**src/verilog/mcad_pkg.sv**
```systemverilog
// Shared constants for the microcore ALU operand decoder.
package mcad_pkg;
  localparam int DATA_W = 16;
  localparam int CODE_W = 5;
  localparam int ALU_W = 3;
  localparam int LIT_W = 4;
  localparam int JUMP_W = 10;
  localparam int NUM_REGS = 32;
  // Instruction opcode fields.
  localparam logic [5:0] OPC_SUM = 6'h0a;
  localparam logic [5:0] OPC_SUM_LIT = 6'h06;
  localparam logic [12:0] OPC_MASK = 13'h05d9;
  localparam int OPC_HI = 15;
  localparam int OPC_LO = 10;
  localparam int MASK_LO = 3;
  localparam int DST_HI = 9;
  localparam int DST_LO = 7;
  localparam int ZERO_BIT = 6;
  localparam int SRC2_HI = 5;
  localparam int SRC2_LO = 3;
  localparam int LIT_HI = 6;
  localparam int LIT_LO = 3;
  localparam int SRC1_HI = 2;
  // Core operand codes with a fixed meaning.
  localparam logic [4:0] CODE_IMM = 5'h05;
  localparam logic [4:0] CODE_COND = 5'h08;
  localparam logic [4:0] CODE_AUX = 5'h09;
  localparam logic [4:0] CODE_JUMP_A = 5'h0a;
  localparam logic [4:0] CODE_JUMP_B = 5'h0b;
  localparam logic [4:0] CODE_COUNT = 5'h0c;
  localparam logic [4:0] CODE_LIMIT = 5'h10;
  localparam logic [4:0] CODE_FLAG = 5'h14;
  localparam logic [4:0] CODE_CTRL = 5'h15;
  localparam logic [4:0] CODE_STATUS = 5'h16;
  localparam logic [4:0] CODE_SERIAL = 5'h17;
  localparam logic [4:0] CODE_LEVEL = 5'h18;
  localparam logic [4:0] CODE_INDEX = 5'h1d;
  localparam logic [4:0] CODE_EVENT = 5'h1e;
  localparam logic [4:0] CODE_PEER = 5'h1f;
  // Condition register bit positions.
  localparam int CB_CARRY = 0;
  localparam int CB_ZERO = 1;
  localparam int CB_NEG = 2;
  localparam int CB_UBOR = 3;
  localparam int CB_UOVR = 4;
  localparam int CB_SBEL = 5;
  localparam int CB_SOVR = 6;
  localparam int CB_MZERO = 7;
  localparam int CB_MONES = 8;
  localparam logic [15:0] RESET_VAL = 16'h0000;
  typedef enum logic [3:0] {
    CLS_ALU, CLS_COND, CLS_AUX, CLS_JUMP, CLS_COUNT, CLS_LIMIT, CLS_FLAG,
    CLS_CTRL, CLS_STATUS, CLS_SERIAL, CLS_LEVEL, CLS_INDEX, CLS_EVENT, CLS_PEER
  } mcad_class_e;
endpackage

```
**src/verilog/mcad_core_decode.sv**
```systemverilog
// Classifies a 5-bit core operand code into its register group.
`timescale 1ns/100ps
module mcad_core_decode (
  input wire logic [4:0] code,             // Core operand code.
  output mcad_pkg::mcad_class_e reg_class  // Register group addressed.
);
  // Groups stand in ascending code order, so a chain of bounds suffices.
  always_comb
  begin
    if (code < mcad_pkg::CODE_COND)
      reg_class = mcad_pkg::CLS_ALU;
    else if (code == mcad_pkg::CODE_COND)
      reg_class = mcad_pkg::CLS_COND;
    else if (code == mcad_pkg::CODE_AUX)
      reg_class = mcad_pkg::CLS_AUX;
    else if (code < mcad_pkg::CODE_COUNT)
      reg_class = mcad_pkg::CLS_JUMP;
    else if (code < mcad_pkg::CODE_LIMIT)
      reg_class = mcad_pkg::CLS_COUNT;
    else if (code < mcad_pkg::CODE_FLAG)
      reg_class = mcad_pkg::CLS_LIMIT;
    else if (code == mcad_pkg::CODE_FLAG)
      reg_class = mcad_pkg::CLS_FLAG;
    else if (code == mcad_pkg::CODE_CTRL)
      reg_class = mcad_pkg::CLS_CTRL;
    else if (code == mcad_pkg::CODE_STATUS)
      reg_class = mcad_pkg::CLS_STATUS;
    else if (code == mcad_pkg::CODE_SERIAL)
      reg_class = mcad_pkg::CLS_SERIAL;
    else if (code < mcad_pkg::CODE_INDEX)
      reg_class = mcad_pkg::CLS_LEVEL;
    else if (code == mcad_pkg::CODE_INDEX)
      reg_class = mcad_pkg::CLS_INDEX;
    else if (code == mcad_pkg::CODE_EVENT)
      reg_class = mcad_pkg::CLS_EVENT;
    else
      reg_class = mcad_pkg::CLS_PEER;
  end
endmodule

```
**src/verilog/mcad_sum_unit.sv**
```systemverilog
// Sixteen-bit adder with its seven arithmetic condition flags.
`timescale 1ns/100ps
module mcad_sum_unit #(
  parameter int W = mcad_pkg::DATA_W
) (
  input wire logic [W-1:0] a,     // First addend.
  input wire logic [W-1:0] b,     // Second addend.
  output logic [W-1:0] sum,       // Truncated sum.
  output logic carry,             // Carry out of the top bit.
  output logic zero,              // Sum is all zero.
  output logic neg,               // Sum top bit set.
  output logic ubor,              // Unsigned underflow.
  output logic uovr,              // Unsigned overflow.
  output logic sbel,              // Signed underflow.
  output logic sovr               // Signed overflow.
);
  logic [W:0] wide;
  // An add can never borrow, so unsigned underflow stays low here.
  always_comb
  begin
    wide = {1'b0, a} + {1'b0, b};
    sum = wide[W-1:0];
    carry = wide[W];
    zero = (wide[W-1:0] == '0);
    neg = wide[W-1];
    ubor = 1'b0;
    uovr = wide[W];
    sbel = a[W-1] & b[W-1] & ~wide[W-1];
    sovr = ~a[W-1] & ~b[W-1] & wide[W-1];
  end
endmodule

```
**src/verilog/mcad_decoder.sv**
```systemverilog
// Top of the microcore ALU operand decoder: register file, sum, sum-literal and mask.
// Notes on behaviour
// - Three-bit ALU codes pick general, literal, product registers.
// - Five-bit core codes span all core registers.
// - Codes 11110 event status, 11111 peer channel.
// - Codes 01000 condition, 10101 control, 10110 status.
// - Jump select bit picks target a or b.
// - Sum adds two sources, writes destination, records carry.
// - Sums update seven arithmetic condition bits.
// - Sum word is 001010, dst, 0, src2, src1.
// - Sum-literal adds four-bit literal to source.
// - Sum-literal word is 000110, dst, literal, src.
// - Mask ANDs register with literal register in place.
// - Mask sets all-zero and all-one bits.
// - Mask word is 0010111011001 then register.
// - Every core register reachable for read and write.
//
// Local design decisions: the placing of the registers and strobed register access.
`timescale 1ns/100ps
module mcad_decoder #(
  parameter int W = mcad_pkg::DATA_W,
  parameter int JW = mcad_pkg::JUMP_W
) (
  input wire logic mclk,               // Core clock.
  input wire logic arst_n,             // Asynchronous reset, active low.
  input wire logic instr_valid,        // Instruction word presented this cycle.
  input wire logic [15:0] instr_word,  // Instruction word from the sequencer.
  input wire logic [4:0] reg_addr,     // Core operand code of the register port.
  input wire logic [W-1:0] reg_wdata,  // Register port write data.
  input wire logic reg_wr,             // Register port write strobe.
  input wire logic reg_rd,             // Register port read strobe.
  output logic [W-1:0] reg_rdata_q,    // Read data, one cycle after the strobe.
  input wire logic jump_sel,           // Jump operand bit.
  output logic [JW-1:0] jump_target_q, // Selected jump target.
  output logic [W-1:0] core_ctrl_q,    // Core control register contents.
  output logic exec_done_q,            // Pulse: a recognised instruction completed.
  output logic exec_bad_q,             // Pulse: word was not one of ours.
  output logic peer_wr_q,              // Pulse: peer channel register written.
  output logic event_rd_q              // Pulse: event status register read.
);
  logic [W-1:0] file_q [0:mcad_pkg::NUM_REGS-1];
  logic is_sum;
  logic is_lit;
  logic is_mask;
  logic do_arith;
  logic [4:0] dst_code;
  logic [4:0] src1_code;
  logic [4:0] src2_code;
  logic [W-1:0] opnd_a;
  logic [W-1:0] opnd_b;
  logic [W-1:0] sum;
  logic carry;
  logic zero;
  logic neg;
  logic ubor;
  logic uovr;
  logic sbel;
  logic sovr;
  logic [W-1:0] mask_res;
  logic [W-1:0] cond_d;
  mcad_pkg::mcad_class_e bus_class;

  // An ALU operand field is the low corner of the core code space.
  function automatic logic [4:0] alu_code(input logic [2:0] f);
    alu_code = {2'b00, f};
  endfunction

  // Opcode match for the three instructions handled here.
  always_comb
  begin
    is_sum = instr_valid && instr_word[mcad_pkg::OPC_HI:mcad_pkg::OPC_LO] == mcad_pkg::OPC_SUM
             && !instr_word[mcad_pkg::ZERO_BIT];
    is_lit = instr_valid
             && instr_word[mcad_pkg::OPC_HI:mcad_pkg::OPC_LO] == mcad_pkg::OPC_SUM_LIT;
    is_mask = instr_valid && instr_word[mcad_pkg::OPC_HI:mcad_pkg::MASK_LO] == mcad_pkg::OPC_MASK;
  end

  // Operand fields; the mask writes back into its own source.
  always_comb
  begin
    src1_code = alu_code(instr_word[mcad_pkg::SRC1_HI:0]);
    src2_code = alu_code(instr_word[mcad_pkg::SRC2_HI:mcad_pkg::SRC2_LO]);
    dst_code = is_mask ? src1_code : alu_code(instr_word[mcad_pkg::DST_HI:mcad_pkg::DST_LO]);
    opnd_a = file_q[src1_code];
    if (is_lit)
      opnd_b = {{(W - mcad_pkg::LIT_W){1'b0}}, instr_word[mcad_pkg::LIT_HI:mcad_pkg::LIT_LO]};
    else
      opnd_b = file_q[src2_code];
    mask_res = opnd_a & file_q[mcad_pkg::CODE_IMM];
    do_arith = is_sum || is_lit || is_mask;
  end

  mcad_sum_unit #(
    .W(W)
  ) u_sum (
    .a(opnd_a),
    .b(opnd_b),
    .sum(sum),
    .carry(carry),
    .zero(zero),
    .neg(neg),
    .ubor(ubor),
    .uovr(uovr),
    .sbel(sbel),
    .sovr(sovr)
  );

  mcad_core_decode u_dec (
    .code(reg_addr),
    .reg_class(bus_class)
  );

  // New condition word: each instruction touches only its own bits.
  always_comb
  begin
    cond_d = file_q[mcad_pkg::CODE_COND];
    if (is_mask)
    begin
      cond_d[mcad_pkg::CB_MZERO] = (mask_res == '0);
      cond_d[mcad_pkg::CB_MONES] = (mask_res == '1);
    end
    else
    begin
      cond_d[mcad_pkg::CB_CARRY] = carry;
      cond_d[mcad_pkg::CB_ZERO] = zero;
      cond_d[mcad_pkg::CB_NEG] = neg;
      cond_d[mcad_pkg::CB_UBOR] = ubor;
      cond_d[mcad_pkg::CB_UOVR] = uovr;
      cond_d[mcad_pkg::CB_SBEL] = sbel;
      cond_d[mcad_pkg::CB_SOVR] = sovr;
    end
  end

  // Register file. The instruction write comes last so that it wins when the
  // port hits the same register in the same cycle; the sequencer owns the core.
  always_ff @(posedge mclk or negedge arst_n)
  begin
    if (!arst_n)
    begin
      for (int i = 0; i < mcad_pkg::NUM_REGS; i++)
        file_q[i] <= mcad_pkg::RESET_VAL;
    end
    else
    begin
      if (reg_wr)
        file_q[reg_addr] <= reg_wdata;
      if (do_arith)
      begin
        file_q[dst_code] <= is_mask ? mask_res : sum;
        file_q[mcad_pkg::CODE_COND] <= cond_d;
      end
    end
  end

  // Read data stand only in the cycle after the strobe, otherwise zero.
  always_ff @(posedge mclk or negedge arst_n)
  begin
    if (!arst_n)
      reg_rdata_q <= '0;
    else if (reg_rd)
      reg_rdata_q <= file_q[reg_addr];
    else
      reg_rdata_q <= '0;
  end

  // Jump target follows the jump operand bit; only the low bits form an address.
  always_ff @(posedge mclk or negedge arst_n)
  begin
    if (!arst_n)
      jump_target_q <= '0;
    else
      jump_target_q <= file_q[jump_sel ? mcad_pkg::CODE_JUMP_B : mcad_pkg::CODE_JUMP_A][JW-1:0];
  end

  // Control register is mirrored out for the rest of the core.
  always_ff @(posedge mclk or negedge arst_n)
  begin
    if (!arst_n)
      core_ctrl_q <= '0;
    else
      core_ctrl_q <= file_q[mcad_pkg::CODE_CTRL];
  end

  // Completion and rejection pulses, one cycle after the word.
  always_ff @(posedge mclk or negedge arst_n)
  begin
    if (!arst_n)
    begin
      exec_done_q <= 1'b0;
      exec_bad_q <= 1'b0;
    end
    else
    begin
      exec_done_q <= do_arith;
      exec_bad_q <= instr_valid && !do_arith;
    end
  end

  // Peer and event accesses are flagged so neighbouring logic can react.
  always_ff @(posedge mclk or negedge arst_n)
  begin
    if (!arst_n)
    begin
      peer_wr_q <= 1'b0;
      event_rd_q <= 1'b0;
    end
    else
    begin
      peer_wr_q <= reg_wr && bus_class == mcad_pkg::CLS_PEER;
      event_rd_q <= reg_rd && bus_class == mcad_pkg::CLS_EVENT;
    end
  end

  // Reference results computed apart from the datapath, for the checks below.
  logic [W:0] chk_sum;
  logic [W:0] chk_lit;
  logic [W-1:0] chk_mask;
  assign chk_sum = {1'b0, file_q[src1_code]} + {1'b0, file_q[src2_code]};
  assign chk_lit = {1'b0, file_q[src1_code]} + {{(W + 1 - mcad_pkg::LIT_W){1'b0}}, instr_word[6:3]};
  assign chk_mask = file_q[src1_code] & file_q[mcad_pkg::CODE_IMM];
  // Independent opcode match, so the rejection checks do not lean on the datapath decode.
  logic chk_known;
  assign chk_known = (instr_word[15:10] == 6'h0a && !instr_word[6]) || instr_word[15:10] == 6'h06
                     || instr_word[15:3] == 13'h05d9;
endmodule

```
**config.mk**
```make
export PLATFORM = sky130hd
export DESIGN_NAME = mcad_decoder
export DESIGN_NICKNAME = d
export VERILOG_FILES = /design/src/verilog/mcad_pkg.sv /design/src/verilog/mcad_core_decode.sv /design/src/verilog/mcad_sum_unit.sv /design/src/verilog/mcad_decoder.sv
export SDC_FILE = /design/constraint.sdc
export NUM_CORES = 1
export LEC_CHECK = 0
export BUFFER_PORTS_ARGS = -buffer_cell sky130_fd_sc_hd__buf_2
export CORE_MARGIN = 2
export CORE_UTILIZATION = 35
export CTS_BUF_LIST = sky130_fd_sc_hd__clkbuf_16
export DETAILED_ROUTE_END_ITERATION = 8
export PLACE_DENSITY = 0.53
export SYNTH_ARGS = -nofsm -noshare
export SYNTH_HDL_FRONTEND = slang
export SYNTH_SLANG_ARGS = --single-unit
```
**constraint.sdc**
```tcl
create_clock -name mclk -period 3.9 [get_ports mclk]
set_input_delay 0.195 -clock mclk [delete_from_list [all_inputs] [get_ports mclk]]
set_output_delay 0.195 -clock mclk [all_outputs]
set_load 0.1 [all_outputs]
```
==> summary.txt, run 1 <==
Run status
  • Status: complete, no violations

Power and ir drop
  • Sequential power share: 0.402
  • Sw Ratio: 0.330
  • Net Switching: 6.37 mW
  • Pwr dens: 579 nW/um^2
  • Pint: 12.9 mW
  • Final Power: 19.3 mW
  • Peak supply drop: 0.305 mV
  • Leak pwr: 15.0 nW
  • Gate power share: 0.283
  • Clock power frac: 0.315

STA
  • Setup ws final: 0.138 ns
  • Layout Skew: 0.0205 ns
  • Final worst path period need: 3.76 ns
  • Setup TNS Final: 0 ns
  • Final-report setup violation count: 0
  • Fmax: 266 MHz
  • Slew headroom: 0.297
  • Fin. Hold Viols: 0
  • Final worst path period share: 0.965
  • RSZ-0062 raised after global routing: false
  • Slew @ Worst Pin: 1.05 ns
  • Fin. max-slew vios: 0

Yosys
  • #FFs+latches synth: 558
  • Number of synthesized flops with an enable pin: 0
  • Syn nets: 2,190
  • Synth area leader: dfrtp_1
  • Asr flop ratio synth: 1.00
  • Post-Synthesis Cells: 2,129
  • Library cells used by synthesis: 72
  • Synth top area cells: dfrtp_1 48%, mux2_2 17%, mux4_2 17%
  • Syn avg cell area: 13.8 um^2
  • Sequential area share after synthesis: 0.477
  • Synth Flop Type: dfrtp_1
  • Total of warnings raised by yosys: 0
  • Yosys top cell area share: 0.477
  • Synth Cell Area: 29,300 um^2

Placed design
  • GP Congestion: 0.929
  • Final HPWL DP: 57,700 um
  • Placed cell area: 31,200 um^2
  • Post-place setup slack: -0.183 ns
  • Buffers on Ports: 88

CTS
  • Htree depth: 3
  • Clk slew on worst S/H paths: 0.06 ns
  • Max Buffers Root-to-Sink: 3
  • Root buffer cell: clkbuf_16
  • Num CTS Buffers: 66
  • Clk Latency, worst-skew pair: 0.62 ns
  • Clk sink count: 558
  • CTS tree: built
  • Setup Buffers After CTS: 0

Routing
  • Initial DRC count: 1,412
  • DRT antenna net count: 0
  • Vias: 18,900
  • Post-route DRC: 0
  • Via density: 5.66
  • Pre-antenna DRT Iters: 6
  • WL final: 87,100 um
  • DR WL/cell: 26.1 um

Floorplan
  • Die width: 293 um
  • Initial Util: 0.351
  • Rows: 106
  • Die ar.: 86,000 um^2
  • Core region area: 83,300 um^2
  • Die height: 293 um
  • # IOs: 89

Cells and area
  • Multi-input logic area: 14,500 um^2
  • Share of layout cells above drive strength 1: 0.441
  • Filler instances: 7,734
  • Fin area: 33,400 um^2
  • Area Overhead vs Synth: 14.0%
  • Register area: 14,000 um^2
  • Antenna cell count: 0
  • Final nets: 2,267

Run
  • Max-Cap Viols: 0

Global route
  • First-pass GRT wire length: 132,000 um
  • Initial antenna violation count: 3
  • All-Layer GR Usage: 0.205
  • GRT overflow: 0
  • Vias in the first global route: 19,700
  • Largest net degree at the start of global routing: 125

Worst setup path
  • Critical path's top delay family: compound AO/OA/AOI/OAI gates
  • Crit-path max cell delay: 0.48 ns
  • WP data arrival: 4.31 ns
  • WS Path Type: register to register
  • CP max FO: 4
  • Element type at the critical path end: register
  • Worst path cell trace: mux4_2, mux2_2, ha_1, fa_1, a21o_1, and4_1, or3_1, a2111oi_4, buf_4, o2111ai_1, nor4_1, a31o_1
  • Req. time, crit path: 4.44 ns
  • Slowest cell on crit path: mux4_2
  • Critical path buffer and inverter count: 1
  • R2R setup slack: 0.14 ns
  • Crit start category: register

Worst hold path
  • Min-delay worst type: primary input to register
==> routing by layer <==
layer,vias up,global-route usage,part of all wire
met1,10000,0.288,0.45
met3,145,0.0266,0.047
met5,-,0,0
met2,586,0.329,0.47
met4,0,0.0718,0.031
li1,8121,-,-
==> timing repair <==
action	CTS	global route
gates resized for setup	1	4
hold endpoints to repair	115	0
endpoints found under the setup margin	1	19
hold buffers	2	0
==> metrics by stage <==
stage | cells | util | hold slack, ns
final | 3338 | 0.401 | 0.0646
after global placement | 3216 | 0.375 | 0.368
after global routing | 3338 | 0.401 | 0.0443
after floorplan | 2129 | - | -0.101
after detailed placement | 3216 | 0.375 | 0.381
after CTS | 3338 | 0.400 | 0.0264
==> cell usage after synthesis (10+ instances only) <==
cell      instances
mux2i_1         110
dfrtp_1         558
ha_1             17
inv_1            10
o21ai_1          46
nand3_1          12
a21oi_1          86
clkbuf_1        106
buf_2            48
o21ai_0          33
nor2_1          111
and2_1           10
buf_1            17
nand2_1         128
buf_4            11
mux2_2          452
mux4_2          224
nor2b_1          23
==> worst register-to-register path, stage by stage (launching register included) <==
cell       delay, ns
dfrtp_1         0.41
mux4_2          0.48
mux2_2          0.29
ha_1            0.22
fa_1            0.47
a21o_1          0.21
and4_1          0.22
or3_1           0.38
a2111oi_4       0.37
buf_4           0.16
o2111ai_1       0.09
nor4_1          0.21
a31o_1          0.19
==> cells by family (layout without fill, tap and decap cells) <==
logic type / after synthesis / in the layout / synth area share
simple gates: 347 / 347 / 0.0557
compound gates: 216 / 216 / 0.0430
xor+xnor: 7 / 7 / 0.00209
buf+inv: 195 / 324 / 0.0292
fa+ha+maj: 18 / 18 / 0.00795
mux: 788 / 788 / 0.385
flops: 558 / 558 / 0.477
==> final timing paths <==
path,from,to,depth (start not counted)
max,file_q[384],file_q[369],12
min,reg_rd,reg_rdata_q[3],2
max reg2reg,file_q[384],file_q[369],12
min reg2reg,file_q[163],core_ctrl_q[3],0
max in group asynchronous,arst_n,file_q[238],3
min in group asynchronous,arst_n,core_ctrl_q[3],2
==> power groups by stage <==
stage	clock (mW)	sequential, mW	combinational (mW)
global route	6.48	7.91	5.88
detailed placement	0	7.85	5.42
global placement	0	7.76	5.32
CTS	6.24	7.76	5.45
floorplan	0	8.13	3.42
finish	6.08	7.77	5.46
==> cell usage in the layout, fill, tap and decap left out, drive strengths merged, types with 10 or more instances in the layout <==
master  synthesis  routed
o21ai          82      82
dfrtp         558     558
nand3          12      12
mux2          452     452
mux4          224     224
a21oi          90      90
nand2         128     128
buf            79     192
ha             17      17
clkinv          0      31
and2           10      10
mux2i         112     112
nor2          116     116
nor2b          23      23
clkbuf        106      67
nand2b         10      10
inv            10      25
==> registers in the layout, summed over array words and instances, names as in the netlist <==
| name | flops |
|---|---|
| peer_wr_q | 1 |
| exec_bad_q | 1 |
| jump_target_q | 10 |
| exec_done_q | 1 |
| cond_d | 7 |
| reg_rdata_q | 16 |
| event_rd_q | 1 |
| file_q | 505 |
| core_ctrl_q | 16 |
==> final cells by class <==
type | count | area share
clock buffers | 67 | 0.0502
flip-flops and latches | 558 | 0.418
repair buffers | 194 | 0.0410
multi-input cells | 1376 | 0.435
clock inverters | 53 | 0.0135
well taps | 1080 | 0.0405
inverters | 10 | 0.00112
No activity file was read; power rests on OpenSTA's default activity.
==> inputs of run 2 (changes only) <==
ABC_AREA = 1   (was default)
==> run 2 against run 1 <==
Net effect: clock power up 3%; sequential power down 1%; core utilization rose by 0.15 points; hold slack worse by 0.026 ns; register-to-register slack improved by 0.39 ns; via count increased by 41%; total power down 3.3%; sequential cell count unchanged; critical endpoint is now file_q[398]; largest cell class is now registers; largest power group unchanged; highest routed layer is now met5.
==> summary.txt, run 2 <==
Worst setup path
  • R2R setup slack: 0.53 ns (+0.39 ns)
  • Worst path cell trace: dlygate4sd3_1, buf_2, nand3_1, nor2_1, buf_4, nor2_1, inv_1, buf_12, o22ai_1, a21oi_1, ha_1, fa_1, nand2_1, nand2_1, nand3b_1, nand2_1, nand2_1, nand2_1, nand2_1, nand2_1, o21ai_1, o21ai_0, inv_1
  • WP data arrival: 4.07 ns (-0.24 ns)
  • Slowest cell on crit path: dlygate4sd3_1
  • Req. time, crit path: 4.46 ns (+0.02 ns)
  • Top cell by count, worst path: nand2_1
  • Element type at the critical path end: register
  • WS Path Type: primary input to register
  • Crit start category: primary input
  • Critical path's top delay family: buffers and inverters
  • CP max FO: 41 (+37)
  • Critical path buffer and inverter count: 6 (+5)
  • Crit-path max cell delay: 0.53 ns (+0.05 ns)

Yosys
  • Post-Synthesis Cells: 3,673 (+73%)
  • Synth Cell Area: 29,000 um^2 (-0.94%)
  • Synth Flop Type: dfrtp_1
  • Number of synthesized flops with an enable pin: 0 (unchanged)
  • #FFs+latches synth: 558 (unchanged)
  • Top post-synthesis cells by count: 942 x nand2_1, 558 x dfrtp_1, 532 x o21ai_0
  • Synth area leader: dfrtp_1
  • Syn avg cell area: 7.90 um^2 (-43%)
  • Sequential area share after synthesis: 0.482 (+0.00455)
  • Library cells used by synthesis: 54 (-25%)
  • Syn nets: 3,734 (+71%)
  • Synth top area cells: dfrtp_1 48%, nand2_1 12%, o21ai_0 9.2%
  • Asr flop ratio synth: 1.00 (unchanged)
  • Most common cell in the synthesized netlist: nand2_1
  • Yosys top cell area share: 0.482 (+0.00455)
  • Total of warnings raised by yosys: 0 (unchanged)

Routing
  • WL final: 115,000 um (+32%)
  • DRT antenna net count: 0 (unchanged)
  • Post-route DRC: 0 (unchanged)
  • DR WL/cell: 23.7 um (-9.0%)
  • Pre-antenna DRT Iters: 8 (+2)
  • Via density: 5.53 (-2.2%)
  • Initial DRC count: 2,916 (+110%)
  • Vias: 26,700 (+41%)

STA
  • Fmax: 284 MHz (+7.0%)
  • Final worst path period need: 3.52 ns (-0.245 ns)
  • Fin. Hold Viols: 0 (unchanged)
  • Final worst path period share: 0.902 (-0.0628)
  • Layout Skew: 0.0286 ns (+0.00809 ns)
  • Hold slack: 0.0390 ns (-0.0256 ns)
  • RSZ-0062 raised after global routing: false
  • Setup TNS Final: 0 ns (unchanged)
  • Fin. max-slew vios: 0 (unchanged)
  • Slew headroom: 0.196 (-0.101)
  • Slew @ Worst Pin: 1.21 ns (+0.150 ns)
  • Final-report setup violation count: 0 (unchanged)

CTS
  • Root buffer cell: clkbuf_16
  • Htree depth: 3 (unchanged)
  • Clk Latency, worst-skew pair: 0.63 ns (about the same)
  • Clk slew on worst S/H paths: 0.05 ns (about the same)
  • Clk sink count: 558 (unchanged)
  • # resized after CTS: 0 (-1)
  • Max Buffers Root-to-Sink: 3 (unchanged)
  • Setup Buffers After CTS: 0 (unchanged)
  • CTS tree: built
  • Hold_buf cts: 14 (+12)
  • Num CTS Buffers: 68 (+3.0%)

Cells and area
  • Largest registers: file_q (505), core_ctrl_q (16), reg_rdata_q (16)
  • Commonest non-fill, non-tap cell in the layout: nand2_1
  • Flip-flop count of the largest register after layout: 505 (unchanged)
  • Share of layout cells above drive strength 1: 0.106 (-0.335)
  • Final nets: 3,760 (+66%)
  • Commonest non-fill, non-tap cells in the layout: 942 x nand2_1, 558 x dfrtp_1, 532 x o21ai_0
  • Most flop-heavy register: file_q
  • Filler instances: 8,404 (+8.7%)
  • Post-Route Utilization: 0.402 (+0.00154)
  • Area Overhead vs Synth: 13.9% (about the same)

Global route
  • GRT overflow: 0 (unchanged)
  • Vias in the first global route: 25,100 (+28%)
  • First-pass GRT wire length: 171,000 um (+29%)
  • All-Layer GR Usage: 0.267 (+0.0618)
  • Initial antenna violation count: 6 (+3)
  • Largest net degree at the start of global routing: 97 (-22%)

Floorplan
  • Die width: 292 um (-0.47%)
  • Core region area: 82,100 um^2 (-1.4%)
  • Rows: 105 (-0.94%)
  • Die ar.: 85,200 um^2 (-0.93%)
  • Die height: 292 um (-0.47%)
  • # IOs: 89 (unchanged)
  • Initial Util: 0.353 (+0.00168)

Run
  • Max-Cap Viols: 0 (unchanged)

Power and ir drop
  • Pwr dens: 566 nW/um^2 (-2.3%)
  • Peak supply drop: 0.394 mV (+29%)
  • Leak pwr: 15.4 nW (+2.8%)

Run status
  • Status: complete, no violations

Placed design
  • Final HPWL DP: 76,500 um (+33%)
  • Buffers on Ports: 88 (unchanged)
  • GP Congestion: 0.952 (+2.4%)

Worst hold path
  • Min-delay worst type: primary input to register
run 2: changes by cell type in the layout (fill, tap and decap cells not counted), moves of 135 or more:
cell	previous run	this run
mux4_2	224	0
mux2_2	452	0
a22oi_1	1	180
o21ai_0	33	532
nand3_1	12	147
nand2_1	128	942
inv_1	23	275
run 2: cell type report:
class	count	area, um^2	area share
Multi-Input combinational cell	2552	12700	0.385
Clock buffer	69	1730	0.0523
Clock inverter	54	455	0.0138
Antenna cell	3	7.51	0.000227
Timing Repair Buffer	228	1730	0.0523
Tap cell	1070	1340	0.0405
Sequential cell	558	14000	0.423
Inverter	291	1100	0.0334
run 2: worst min-delay path, delay by kind of cell:
| kind | cells | cell delay (ns) |
|---|---|---|
| compound gates | 2 | 0.23 |
| buf+inv | 1 | 0.19 |
run 2: per-stage QoR:
stage / instance area (um^2) / std cells / total power [mW] / setup slack, ns
after floorplan: 29000 / 3673 / 10.8 / 0.940
after global placement: 30700 / 4685 / 12.4 / 0.304
after detailed placement: 30700 / 4685 / 12.4 / 0.240
after CTS: 33000 / 4822 / 18.7 / 0.424
after global routing: 33000 / 4822 / 19.7 / 0.144
final: 33000 / 4825 / 18.7 / 0.383
run 2: routing by layer:
metal,wire [um],GRT usage,vias to the layer above
met2,50200,0.405,1167
li1,-,-,12400
met1,50400,0.378,12800
met5,53,0,-
met3,9110,0.0475,237
met4,4810,0.103,8
run 2: worst paths after layout:
path	cells past startpoint	endpoint	from
worst max-delay path	23	file_q[398]	instr_valid
worst min register to register	0	core_ctrl_q[9]	file_q[169]
min in group asynchronous	2	file_q[77]	arst_n
max in group asynchronous	3	file_q[140]	arst_n
worst max register to register	19	file_q[398]	file_q[384]
worst min-delay path	3	file_q[454]	reg_wdata[6]
run 2: cells by family (layout without fill, tap and decap cells):
| group | count (synthesis) | in the layout | synth area share |
|---|---|---|---|
| xor+xnor | 4 | 4 | 0.00121 |
| compound gates | 1171 | 1171 | 0.237 |
| flops | 558 | 558 | 0.482 |
| other cells | 0 | 3 | 0 |
| fa+ha+maj | 18 | 18 | 0.00803 |
| buf+inv | 563 | 642 | 0.0809 |
| simple gates | 1357 | 1357 | 0.191 |
| mux | 2 | 2 | 0.000690 |
run 2: where the power goes:
part | switching [mW] | internal, mW
clock | 2.69 | 3.58
sequential | 0.699 | 6.96
combinational | 3.27 | 1.47
total | 6.66 | 12.0
